$ cat config.mk
export PLATFORM = sky130hd
export DESIGN_NAME = tlg_top
export DESIGN_NICKNAME = d
export VERILOG_FILES = /design/src/include/tlg_pkg.sv /design/src/hdl/tlg_divider.sv /design/src/hdl/tlg_top.sv
export SDC_FILE = /design/constraint.sdc
export NUM_CORES = 1
export LEC_CHECK = 0
export ABC_AREA = 0
export BUFFER_PORTS_ARGS = -buffer_cell sky130_fd_sc_hd__buf_2
export CAP_MARGIN = 0
export CORE_AREA = 2 2 141 143
export CTS_BUF_LIST = sky130_fd_sc_hd__clkbuf_8
export DETAILED_ROUTE_END_ITERATION = 12
export DIE_AREA = 0 0 143 145
export HOLD_SLACK_MARGIN = 0.02
export SLEW_MARGIN = 20
export SYNTH_ARGS = -nofsm -noshare
export SYNTH_HDL_FRONTEND = slang
export SYNTH_SLANG_ARGS = --single-unit
$ cat constraint.sdc
create_clock -name clock_i -period 3.81 [get_ports clock_i]
set_input_delay 0.762 -clock clock_i [delete_from_list [all_inputs] [get_ports clock_i]]
set_output_delay 0.762 -clock clock_i [all_outputs]
set_load 0.01 [all_outputs]
$ cat src/include/tlg_pkg.sv
// Constants for the transient level generator.
// Assumes a 200 MHz system clock; the 1 MHz tick is derived from it.
`default_nettype none
package tlg_pkg;
  // Clock and timing
  localparam int unsigned CLK_HZ      = 200_000_000;
  localparam int unsigned TICK_HZ     = 1_000_000;
  localparam int unsigned TICK_DIV    = CLK_HZ / TICK_HZ;
  // First stage interval at 10 kHz, in 1 MHz ticks
  localparam int unsigned STAGE1_BASE = 1;
  localparam int unsigned DECADE      = 10;
  // Rate select codes
  localparam logic [2:0] RATE_10K  = 3'h0;
  localparam logic [2:0] RATE_1K   = 3'h1;
  localparam logic [2:0] RATE_100  = 3'h2;
  localparam logic [2:0] RATE_10   = 3'h3;
  localparam logic [2:0] RATE_1    = 3'h4;
  localparam logic [2:0] RATE_RST  = RATE_1K;
  // Register map (byte addresses)
  localparam logic [11:0] ADDR_CTRL   = 12'h000;
  localparam logic [11:0] ADDR_CMD    = 12'h004;
  localparam logic [11:0] ADDR_STATUS = 12'h008;
  localparam logic [11:0] ADDR_LEVEL  = 12'h00C;
  // Control fields
  localparam int unsigned CTRL_RATE_LSB = 0;
  localparam int unsigned CTRL_MODE_LSB = 4;
  localparam int unsigned CTRL_SRC_BIT  = 8;
  // Command bits (write one to act)
  localparam int unsigned CMD_ON    = 0;
  localparam int unsigned CMD_OFF   = 1;
  localparam int unsigned CMD_TRIG  = 2;
  localparam int unsigned CMD_ARM   = 3;
  // Status fields
  localparam int unsigned ST_EN     = 0;
  localparam int unsigned ST_LEVEL  = 1;
  localparam int unsigned ST_PEND   = 2;
  localparam int unsigned ST_TRIG   = 3;
  localparam int unsigned ST_LEV    = 4;
  localparam int unsigned ST_RUN    = 5;
  localparam int unsigned LEVEL_W   = 16;
  // Modes
  typedef enum logic [1:0] {
    TLG_MODE_CONT,
    TLG_MODE_TOGGLE,
    TLG_MODE_PULSE
  } tlg_mode_e;
endpackage
`default_nettype wire

$ cat src/hdl/tlg_divider.sv
// Decade divider: turns a 1 MHz tick into two interval pulse trains.
// Assumes tick_i is a one-cycle enable on clock_i.
`timescale 1ns/1ps
`default_nettype none
module tlg_divider #(
  parameter int unsigned CW = 20
) (
  // Clock and reset
  input  wire logic          clock_i,
  input  wire logic          rst_n_i,
  // Control
  input  wire logic          tick_i,
  input  wire logic          clear_i,
  input  wire logic [CW-1:0] stage1_i,
  // Pulses
  output logic               stage1_o,
  output logic               stage2_o
);
  typedef struct packed {
    logic [CW-1:0] c1;
    logic [6:0]    c2;
    logic          p1;
    logic          p2;
  } tlg_div_s;

  // Second stage counts this many first stage pulses (half period)
  localparam logic [6:0] STAGE2_N = 7'(tlg_pkg::DECADE * tlg_pkg::DECADE / 2);
  tlg_div_s s_q, s_d;

  always_comb begin
    s_d    = s_q;
    s_d.p1 = 1'b0;
    s_d.p2 = 1'b0;
    if (clear_i) begin
      s_d.c1 = '0;
      s_d.c2 = '0;
    end else if (tick_i) begin
      if (s_q.c1 >= stage1_i - CW'(1)) begin
        s_d.c1 = '0;
        s_d.p1 = 1'b1;
        if (s_q.c2 >= STAGE2_N - 7'h01) begin
          s_d.c2 = '0;
          s_d.p2 = 1'b1;
        end else begin
          s_d.c2 = s_q.c2 + 7'h01;
        end
      end else begin
        s_d.c1 = s_q.c1 + CW'(1);
      end
    end
  end

  always_ff @(posedge clock_i or negedge rst_n_i) begin
    if (!rst_n_i) begin
      s_q <= '0;
    end else begin
      s_q <= s_d;
    end
  end

  assign stage1_o = s_q.p1;
  assign stage2_o = s_q.p2;
endmodule // tlg_divider
`default_nettype wire

$ cat src/hdl/tlg_top.sv
// Transient level generator with APB register access.
// Assumes a 200 MHz clock and an external trigger from a pin.
//
// What this block does
// - Alternate load between two levels by one select output only.
// - Level select output is active low, sent to the level DACs.
// - All transient timing comes from an internal 1 MHz tick.
// - Reset configuration is 1000 Hz with 50 percent duty.
// - Three bit rate select picks 10 kHz down to 1 Hz.
// - Divider pulses last one clock cycle; stage intervals scale by ten per decade.
// - Toggle and pulse modes besides free running, chosen in the control register.
// - Enable low at reset and after off; square wave only while high.
// - Trigger comes from bus command or external trigger input.
// - Either trigger applies a preset level or advances toggle/pulse.
// - Pulse mode with bus source: each bus trigger toggles event lines.
// - Run indication toggles once when a triggered sequence starts.
// - Trigger while level pending toggles event lines once.
// - Level change lines toggle when a new immediate level is written.
//
// The placing of the registers and register access over APB were decided locally.
`timescale 1ns/1ps
`default_nettype none
module tlg_top (
  // Clock and reset
  input  wire logic        clock_i,
  input  wire logic        arst_n_i,
  // APB slave
  input  wire logic        psel_i,
  input  wire logic        penable_i,
  input  wire logic        pwrite_i,
  input  wire logic [11:0] paddr_i,
  input  wire logic [31:0] pwdata_i,
  output logic      [31:0] prdata_o,
  output logic             pready_o,
  output logic             pslverr_o,
  // Trigger pin
  input  wire logic        external_trigger_input_i,
  // Level control and indications
  output logic             level_select_n_o,
  output logic             transient_enable_o,
  output logic             trigger_event_line_o,
  output logic             level_change_line_o,
  output logic             run_start_line_o,
  output logic [15:0]      immediate_level_o,
  output logic [15:0]      triggered_level_o
);
  localparam int unsigned CW = 24;
  localparam int unsigned S1 = tlg_pkg::STAGE1_BASE;
  localparam int unsigned DK = tlg_pkg::DECADE;

  typedef struct packed {
    logic [7:0]              tdiv;
    logic                    tick;
    logic [2:0]              rate;
    tlg_pkg::tlg_mode_e      mode;
    logic                    bus_src;
    logic                    en;
    logic                    high;
    logic                    sel_n;
    logic                    pend;
    logic                    trig_ev;
    logic                    lev_ch;
    logic                    run;
    logic [15:0]             imm;
    logic [15:0]             trg;
    logic [2:0]              xtr;
    logic [31:0]             prdata;
    logic                    pready;
    logic                    pslverr;
  } tlg_s;

  tlg_s s_q, s_d;

  // Reset release synchroniser
  logic [1:0] rst_sync_q;
  logic       rst_n;

  always_ff @(posedge clock_i or negedge arst_n_i) begin
    if (!arst_n_i) begin
      rst_sync_q <= 2'h0;
    end else begin
      rst_sync_q <= {rst_sync_q[0], 1'b1};
    end
  end
  assign rst_n = rst_sync_q[1];

  ////////////////////////////////////////////////////////////////////////////
  // First stage interval in ticks for a rate code
  function automatic logic [CW-1:0] stage1_len(input logic [2:0] r);
    logic [CW-1:0] v;
    v = CW'(tlg_pkg::STAGE1_BASE);
    unique case (r)
      tlg_pkg::RATE_10K: v = CW'(S1);
      tlg_pkg::RATE_1K:  v = CW'(S1 * DK);
      tlg_pkg::RATE_100: v = CW'(S1 * DK * DK);
      tlg_pkg::RATE_10:  v = CW'(S1 * DK * DK * DK);
      tlg_pkg::RATE_1:   v = CW'(S1 * DK * DK * DK * DK);
      default:           v = CW'(S1 * DK);
    endcase
    return v;
  endfunction

  logic st2;

  tlg_divider #(
    .CW (CW)
  ) u_div (
    .clock_i  (clock_i),
    .rst_n_i  (rst_n),
    .tick_i   (s_q.tick),
    .clear_i  (~s_q.en),
    .stage1_i (stage1_len(s_q.rate)),
    .stage1_o (),
    .stage2_o (st2)
  );

  ////////////////////////////////////////////////////////////////////////////
  logic apb_wr, apb_rd, trig_any, bus_trig, ext_edge;
  logic [11:0] addr;

  always_comb begin
    addr     = paddr_i;
    apb_wr   = psel_i && penable_i && pwrite_i;
    apb_rd   = psel_i && !penable_i && !pwrite_i;
    s_d      = s_q;
    s_d.pready  = 1'b0;
    s_d.pslverr = 1'b0;
    bus_trig = 1'b0;

    // 1 MHz tick from the system clock
    s_d.tick = 1'b0;
    if (s_q.tdiv == 8'(tlg_pkg::TICK_DIV - 1)) begin
      s_d.tdiv = 8'h00;
      s_d.tick = 1'b1;
    end else begin
      s_d.tdiv = s_q.tdiv + 8'h01;
    end

    // Pin synchroniser; third stage only for edge detection
    s_d.xtr = {s_q.xtr[1:0], external_trigger_input_i};
    ext_edge = s_q.xtr[1] && !s_q.xtr[2];

    // APB: answer one cycle after setup, ready in access phase
    if (psel_i && !penable_i) begin
      s_d.pready = 1'b1;
      unique case (addr)
        tlg_pkg::ADDR_CTRL, tlg_pkg::ADDR_CMD,
        tlg_pkg::ADDR_STATUS, tlg_pkg::ADDR_LEVEL: s_d.pslverr = 1'b0;
        default: s_d.pslverr = 1'b1;
      endcase
    end
    if (apb_rd) begin
      s_d.prdata = 32'h0;
      unique case (addr)
        tlg_pkg::ADDR_CTRL: begin
          s_d.prdata[tlg_pkg::CTRL_RATE_LSB +: 3] = s_q.rate;
          s_d.prdata[tlg_pkg::CTRL_MODE_LSB +: 2] = s_q.mode;
          s_d.prdata[tlg_pkg::CTRL_SRC_BIT]       = s_q.bus_src;
        end
        tlg_pkg::ADDR_STATUS: begin
          s_d.prdata[tlg_pkg::ST_EN]    = s_q.en;
          s_d.prdata[tlg_pkg::ST_LEVEL] = s_q.high;
          s_d.prdata[tlg_pkg::ST_PEND]  = s_q.pend;
          s_d.prdata[tlg_pkg::ST_TRIG]  = s_q.trig_ev;
          s_d.prdata[tlg_pkg::ST_LEV]   = s_q.lev_ch;
          s_d.prdata[tlg_pkg::ST_RUN]   = s_q.run;
        end
        tlg_pkg::ADDR_LEVEL:
          s_d.prdata = {s_q.trg, s_q.imm};
        default: s_d.prdata = 32'h0;
      endcase
    end

    if (apb_wr && s_q.pready && !s_q.pslverr) begin
      unique case (addr)
        tlg_pkg::ADDR_CTRL: begin
          s_d.rate = pwdata_i[tlg_pkg::CTRL_RATE_LSB +: 3];
          unique case (pwdata_i[tlg_pkg::CTRL_MODE_LSB +: 2])
            2'h1:    s_d.mode = tlg_pkg::TLG_MODE_TOGGLE;
            2'h2:    s_d.mode = tlg_pkg::TLG_MODE_PULSE;
            default: s_d.mode = tlg_pkg::TLG_MODE_CONT;
          endcase
          s_d.bus_src = pwdata_i[tlg_pkg::CTRL_SRC_BIT];
        end
        tlg_pkg::ADDR_CMD: begin
          if (pwdata_i[tlg_pkg::CMD_ON]) begin
            s_d.en = 1'b1;
          end
          if (pwdata_i[tlg_pkg::CMD_OFF]) begin
            s_d.en   = 1'b0;
            s_d.high = 1'b0;
          end
          bus_trig = pwdata_i[tlg_pkg::CMD_TRIG];
        end
        tlg_pkg::ADDR_LEVEL: begin
          // Upper half: triggered level, applied by the next trigger while armed
          if (pwdata_i[31:16] != s_q.trg || !s_q.pend) begin
            s_d.trg = pwdata_i[31:16];
          end
          // changed immediate level toggles change line
          if (pwdata_i[15:0] != s_q.imm) begin
            s_d.imm    = pwdata_i[15:0];
            s_d.lev_ch = ~s_q.lev_ch;
          end
        end
        default: s_d.pslverr = 1'b0;
      endcase
      // run indication toggles once on arming
      if (addr == tlg_pkg::ADDR_CMD && pwdata_i[tlg_pkg::CMD_ARM]
          && !s_q.pend) begin
        s_d.pend = 1'b1;
        s_d.run  = ~s_q.run;
      end
    end

    trig_any = s_q.bus_src ? bus_trig : ext_edge;

    if (trig_any) begin
      if (s_q.pend) begin
        s_d.pend    = 1'b0;
        s_d.imm     = s_q.trg;
        s_d.trig_ev = ~s_q.trig_ev;
      end
      if (s_q.en && s_q.mode != tlg_pkg::TLG_MODE_CONT) begin
        if (!s_q.pend) begin
          s_d.trig_ev = ~s_q.trig_ev;
        end
        if (s_q.mode == tlg_pkg::TLG_MODE_TOGGLE) begin
          s_d.high = ~s_q.high;
        end else begin
          s_d.high = 1'b1;
        end
      end
    end

    // square wave on second stage pulses
    if (s_q.en && st2) begin
      if (s_q.mode == tlg_pkg::TLG_MODE_CONT) begin
        s_d.high = ~s_q.high;
      end else if (s_q.mode == tlg_pkg::TLG_MODE_PULSE) begin
        // Pulse returns low at the next second stage pulse
        s_d.high = 1'b0;
      end
    end
    if (!s_d.en) begin
      s_d.high = 1'b0;
    end
    // select kept in its own flop
    s_d.sel_n = ~s_d.high;
  end

  always_ff @(posedge clock_i or negedge rst_n) begin
    if (!rst_n) begin
      s_q      <= '0;
      // reset to 1 kHz, 50 percent
      s_q.rate <= tlg_pkg::RATE_RST;
      s_q.mode <= tlg_pkg::TLG_MODE_CONT;
      s_q.sel_n <= 1'b1;
    end else begin
      s_q <= s_d;
    end
  end

  ////////////////////////////////////////////////////////////////////////////
  // active low level select
  assign level_select_n_o     = s_q.sel_n;
  assign transient_enable_o   = s_q.en;
  assign trigger_event_line_o = s_q.trig_ev;
  assign level_change_line_o  = s_q.lev_ch;
  assign run_start_line_o     = s_q.run;
  assign immediate_level_o    = s_q.imm;
  assign triggered_level_o    = s_q.trg;
  assign prdata_o             = s_q.prdata;
  assign pready_o             = s_q.pready;
  assign pslverr_o            = s_q.pslverr;
endmodule // tlg_top
`default_nettype wire

; After elaboration in Yosys (flattened, before gate mapping)
; Index checks and enable logic that the tools add are counted.
; W data, S select, Z words.
[classes]
n_addsub = 4
mul = 0
div_mod_pow = 0
n_lt_le_gt_ge = 2
n_eq_ne = 15
shift = 0
muxes = 47
n_bitwise = 5
n_reduce_logical = 28
[op_table]
columns = operator, count
row1 = $mux W16, 4
row2 = $mux W32, 2
row3 = $pmux W14 S4, 1
row4 = $mux W33, 1
row5 = $ne A16 B16 Y1, 2
row6 = $mux W31, 1
row7 = $add A24 B1 Y24 const B, 1
row8 = $eq A12 B4 Y1 const B, 2
row9 = $ge A24 B24 Y1, 1
row10 = $mux W24, 1
row11 = $mux W23, 1
row12 = $mux W1, 21
row13 = $sub A14 B1 Y15 const B, 1
row14 = $mux W2, 7
row15 = $eq A12 B3 Y1 const B, 1
row16 = $logic_not A12 Y1, 1
row17 = $logic_and A1 B1 Y1, 11
row18 = $mux W9, 1
row19 = $pmux W3 S3, 1
row20 = $add A8 B1 Y8 const B, 1
row21 = $eq A8 B8 Y1 const B, 1
row22 = $mux W8, 1
row23 = $add A7 B1 Y7 const B, 1
row24 = $ge A7 B6 Y1 const B, 1
row25 = other kinds (19), 35
[word_totals]
ff_bits = 125
latchBits = 0
ram_bits = 0
mem_bits_ro = 0
in_bits = 50
out_inout_bits = 71
word_cells = 123
mem_count = 0

; Depth between registers and ports, before layout
[depth]
depth_word = 12
depth_mapped = 15
mapped_depth_nobuf = 12

; Hierarchy
; Synthesis repeated with hierarchy kept, for this count alone.
[hier_totals]
cells_unflattened = 817
hier_area_um2 = 7626.1
[by_module_without_submodules]
columns = module, n_inst, cells_per_inst, area_each_um2, seq_area_each_um2
row1 = tlg_top, 1, 488, 4902.2, 2329.7
row2 = tlg_divider, 1, 329, 2723.9, 825.8

; Least setup slack after synthesis
; No wires, ideal clock.
[synth_timing]
kind = reg-to-reg
from = register s_q[81] in the netlist's numbering
to = register u_div.s_q[12] in the netlist's numbering
setup_ns = 0.082
t_arrival_ns = 2.822
required_ns = 3.728
slack_ns = 0.906
stages_incl_launch_ff = 14
n_path_buf = 3
synth_period_minus_slack_ns = 2.904
cell_sequence = dfrtp_1 clkbuf_1 or3_1 ha_1 xnor2_1 ha_1 and2_1 a32oi_1 a311oi_2 nor3_2 buf_2 buf_2 nand2_1 a31oi_1
[synth_via]
elab_chain_cells = 7
word_cells_on_any_way = 10
classes_between = 1 x add/sub / 1 x order compare / 3 x eq/ne / 4 x mux / 1 x reduce/logical
[synth_rtl]
columns = element, line
row1 = from (decl), tlg_top.sv:72  ; tlg_s s_q, s_d;
row2 = $eq A3 B3 Y1 (tied with other cells), tlg_top.sv:92  ; unique case (r)
row3 = $pmux W14 S4 *, tlg_top.sv:92
row4 = $sub A14 B1 Y15 *, tlg_divider.sv:38  ; if (s_q.c1 >= stage1_i - CW'(1)) begin
row5 = $ge A24 B24 Y1 *, tlg_divider.sv:38
row6 = $mux W24 *, tlg_divider.sv:38
row7 = $mux W33 *, tlg_divider.sv:37  ; end else if (tick_i) begin
row8 = $mux W31 *, tlg_divider.sv:34  ; if (clear_i) begin
row9 = to (signal assigned), tlg_divider.sv:55  ; s_q <= '0;
row10 = to (signal assigned), tlg_divider.sv:57  ; s_q <= s_d;
row11 = to (decl), tlg_divider.sv:28  ; tlg_div_s s_q, s_d;
; Mark *: on every way between the ends. The rest lies on a longest branch, timed or not. The select of a mux whose other input is x is not followed.
; A chain may end at the register's enable or synchronous reset.

; Final worst setup path
[layout_timing]
from = register s_q[81] in the netlist's numbering
to = register u_div.s_q[5] in the netlist's numbering
[layout_via]
elab_chain_cells = 6
word_cells_on_any_way = 9
classes_between = 1 x add/sub / 1 x order compare / 4 x eq/ne / 1 x mux / 2 x reduce/logical
[layout_rtl]
columns = element, line
row1 = $eq A3 B3 Y1 (tied with other cells), tlg_top.sv:92
row2 = $pmux W14 S4 *, tlg_top.sv:92
row3 = $sub A14 B1 Y15 *, tlg_divider.sv:38
row4 = $ge A24 B24 Y1 *, tlg_divider.sv:38
row5 = $ne A2 B1 Y1 (no line) *, -
row6 = $reduce_and A2 Y1 (no line) *, -
; Mark *: on every way between the ends. The rest lies on a longest branch, timed or not.

==> summary.txt <==
Floorplan
  • Die Y: 145 um
  • Die area: 0.0207 sq mm
  • Core area: 0.0192 sq mm
  • I/O pin count: 121
  • Initial Util: 34.4%
  • Row cnt: 51
  • Chip width: 143 um

Synthesis
  • Unique cell type count in the Yosys netlist: 60
  • Syn_area_per_cell: 10.6 sq um
  • Register bit total from synthesis: 125
  • Cell area after synthesis: 0.00660 sq mm
  • Top FF cell, synth: dfrtp_1
  • Gate Count Post-Synth: 624
  • Yosys warns: 0
  • Number of synthesized flops with an enable pin: 0
  • FFs w/ async S/R, synth: 100%
  • Post-synthesis sequential area ratio: 47.4%

Final layout
  • Final #Nets: 756
  • Antenna cells: 0
  • Post-Layout Cell Count: 963
  • Area growth syn-to-layout: 12.6%
  • Commonest non-fill, non-tap cell in the layout: dfrtp_1
  • Layout cell share with drive strength beyond 1: 27.2%
  • Most frequent cells in the layout: dfrtp_1, buf_2, nor2_1

Global routing
  • GRT overflow: 0
  • Overall Global Routing Usage: 15.8%
  • Pin count of the biggest net entering global routing: 119
  • Initial antenna violation count: 1
  • First-pass GRT wire length: 25500 um
  • Vias in the first global route: 4674

Setup path
  • Crit path max-delay family: compound AO/OA/AOI/OAI gates
  • Worst setup EP type: flop
  • Largest stage delay on the critical path: 0.72 ns
  • Type of origin of the critical path: flop
  • Crit Path Max Fanout: 14
  • Critical path buffer and inverter count: 0
  • Stages on worst setup path: 10
  • Slowest CP cell: o31ai_2
  • Most Frequent Cell on Critical Path: ha_1
  • Arr. time, crit path: 3.59 ns
  • CP cell instances: or3_1 -> ha_1 -> xnor2_1 -> ha_1 -> and2_1 -> a32oi_1 -> a311oi_2 -> o31ai_2 -> o21ai_0 -> a21oi_1
  • Data required, critical path: 4.18 ns
  • FF-to-FF path depth: 10
  • Crit Path Class: reg2reg

CTS
  • Worst-Skew Late Latency: 0.45 ns
  • TritonCTS clock tree: built
  • CTS hold repair buffers: 0
  • Clk Tree Root Cell: clkbuf_8
  • CTS resizes: 0
  • CTS max path bufs: 2
  • Clock sink count: 125
  • Post-CTS Setup Bufs: 0
  • Total CTS buffers: 17
  • Clk slew on worst S/H paths: 0.07 ns
  • Htree depth: 4

Timing
  • RSZ-0062 raised after global routing: false
  • Crit path time final: 3.23 ns
  • Final Max Slew Viols: 0
  • Max Fclk: 310 MHz
  • Setup violators final: 0
  • Final TNS setup: 0 ns
  • Clock skew: 0.0227 ns
  • Endpoints failing hold: 0
  • Slew headroom: 38.2%
  • Final period util: 84.7%
  • Worst Tran Pin Value: 0.927 ns

Power
  • Leakage power of the design: 3.82 nW
  • Max VDD drop: 0.219 mV
  • Psw: 0.629 mW
  • Clock power share: 44.5%
  • Int Pwr: 2.00 mW
  • Sw Share: 23.9%
  • Sequential power share: 50.9%
  • Pwr per Cell Area: 354 mW/mm^2
  • Combinational cell fraction of total power: 4.6%

Place
  • Placed Cells: 931
  • GPL Wtd Cong: 0.793
  • Port bufs: 120
  • DP Wirelength: 11400 um

Routing
  • DR iter-0 viols: 300
  • DR pass1 iterations: 4
  • Routed vias/inst: 4.88
  • Routed vias: 4704
  • Post-route DRC: 0
  • DR WL/cell: 16.4 um
  • Final WL: 15800 um
  • Antenna Violating Nets Remaining: 0

Run status
  • Status: completed

Flow run
  • Max-Cap Viols: 0

Hold path
  • Hold Crit Class: in2async
==> layer usage <==
layer  track usage (%)  wire length (um)  vias to the layer above
li1                  -                 -                     2280
met1              23.1              7760                     2287
met2              22.5              6930                      120
met3              4.32               881                       15
met4              4.90               194                        2
met5                 0                13                        -
==> registers in the layout, summed over array words and instances, names as in the netlist <==
| name | flops |
|---|---|
| prdata_o | 32 |
| u_div.s_q | 31 |
| s_q | 18 |
| immediate_level_o | 16 |
| triggered_level_o | 16 |
| rst_sync_q | 2 |
| s_d | 2 |
| level_change_line_o | 1 |
| level_select_n_o | 1 |
| pready_o | 1 |
| pslverr_o | 1 |
| run_start_line_o | 1 |
| transient_enable_o | 1 |
| trigger_event_line_o | 1 |
| u_div.stage2_o | 1 |
==> cells by family after synthesis <==
group	Yosys count	share of synthesized area (%)
compound gates	122	12.5
buf+inv	97	9.36
simple gates	175	14.4
fa+ha+maj	21	3.98
mux	43	6.90
flops	125	47.4
xor+xnor	40	5.31
other cells	1	0.0568
==> area by class of cell <==
type,count,area (sq um)
Clock inverter,12,124
Fill cell,1900,11800
Timing Repair Buffer,127,666
Inverter,9,33.8
Sequential cell,125,3130
Multi-Input combinational cell,405,2870
Clock buffer,20,275
Tap cell,265,332
==> metrics by stage <==
stage                     utilization, %  hold WS (ns)  power, mW  setup WS (ns)  instance area (sq um)
after floorplan                        -         0.331       1.42         0.0731                   6610
after global placement              36.6         0.120       1.49          0.677                   7040
after detailed placement            36.6         0.124       1.49          0.576                   7040
after CTS                           38.7        0.0481       2.66          0.559                   7440
after global routing                38.7        0.0480       2.73          0.211                   7440
final                               38.7        0.0800       2.63          0.584                   7440
==> synth_stat cells (all sizes together) (2+ instances only) <==
cell / n / area share (%)
o21ai: 13 / 0.99
a32o: 2 / 0.30
nand2: 25 / 1.5
and4: 2 / 0.27
nor3: 10 / 0.83
nand4: 9 / 0.95
nor2b: 7 / 0.66
nor4: 11 / 1.3
nor2: 44 / 2.5
o21a: 2 / 0.23
nand3: 16 / 1.2
dfstp: 2 / 0.80
o31ai: 7 / 0.87
and3: 8 / 0.76
xor2: 32 / 4.2
nand3b: 3 / 0.34
o21bai: 2 / 0.23
ha: 21 / 4.0
mux2: 20 / 3.4
or3b: 2 / 0.27
a41oi: 4 / 0.53
or3: 4 / 0.38
nand2b: 10 / 0.95
mux2i: 23 / 3.5
and2: 14 / 1.3
a31oi: 12 / 1.1
a21o: 2 / 0.23
nor4b: 2 / 0.27
clkbuf: 16 / 0.91
a22o: 26 / 3.4
buf: 72 / 7.9
xnor2: 8 / 1.1
dfrtp: 123 / 47
or4: 4 / 0.45
a21oi: 42 / 3.2
inv: 9 / 0.51
==> power by group through the flow <==
stage	Sequential [mW]	Combinational, mW	Clock (mW)
after detailed placement	1.36	0.123	0
after CTS	1.34	0.124	1.20
after global placement	1.36	0.124	0
after global routing	1.34	0.137	1.26
final	1.34	0.122	1.17
after floorplan	1.38	0.0419	0
==> final timing paths <==
path	endpoint	startpoint	slack, ns
hold / removal	rst_sync_q[1]$_DFF_PN0_	arst_n_i	0.08
min in group clock_i	s_d[36]$_DFF_PN0_	s_d[35]$_DFF_PN0_	0.35
setup / recovery	u_div.s_q[5]$_DFFE_PN0P_	s_q[81]$_DFFE_PN0P_	0.58
setup reg to reg	u_div.s_q[5]$_DFFE_PN0P_	s_q[81]$_DFFE_PN0P_	0.58
max in group asynchronous	prdata_o[8]$_DFFE_PN0P_	rst_sync_q[1]$_DFF_PN0_	2.85
hold reg to reg	pready_o$_DFF_PN0_	rst_sync_q[1]$_DFF_PN0_	0.12
Power figures use the tool's default switching activity.
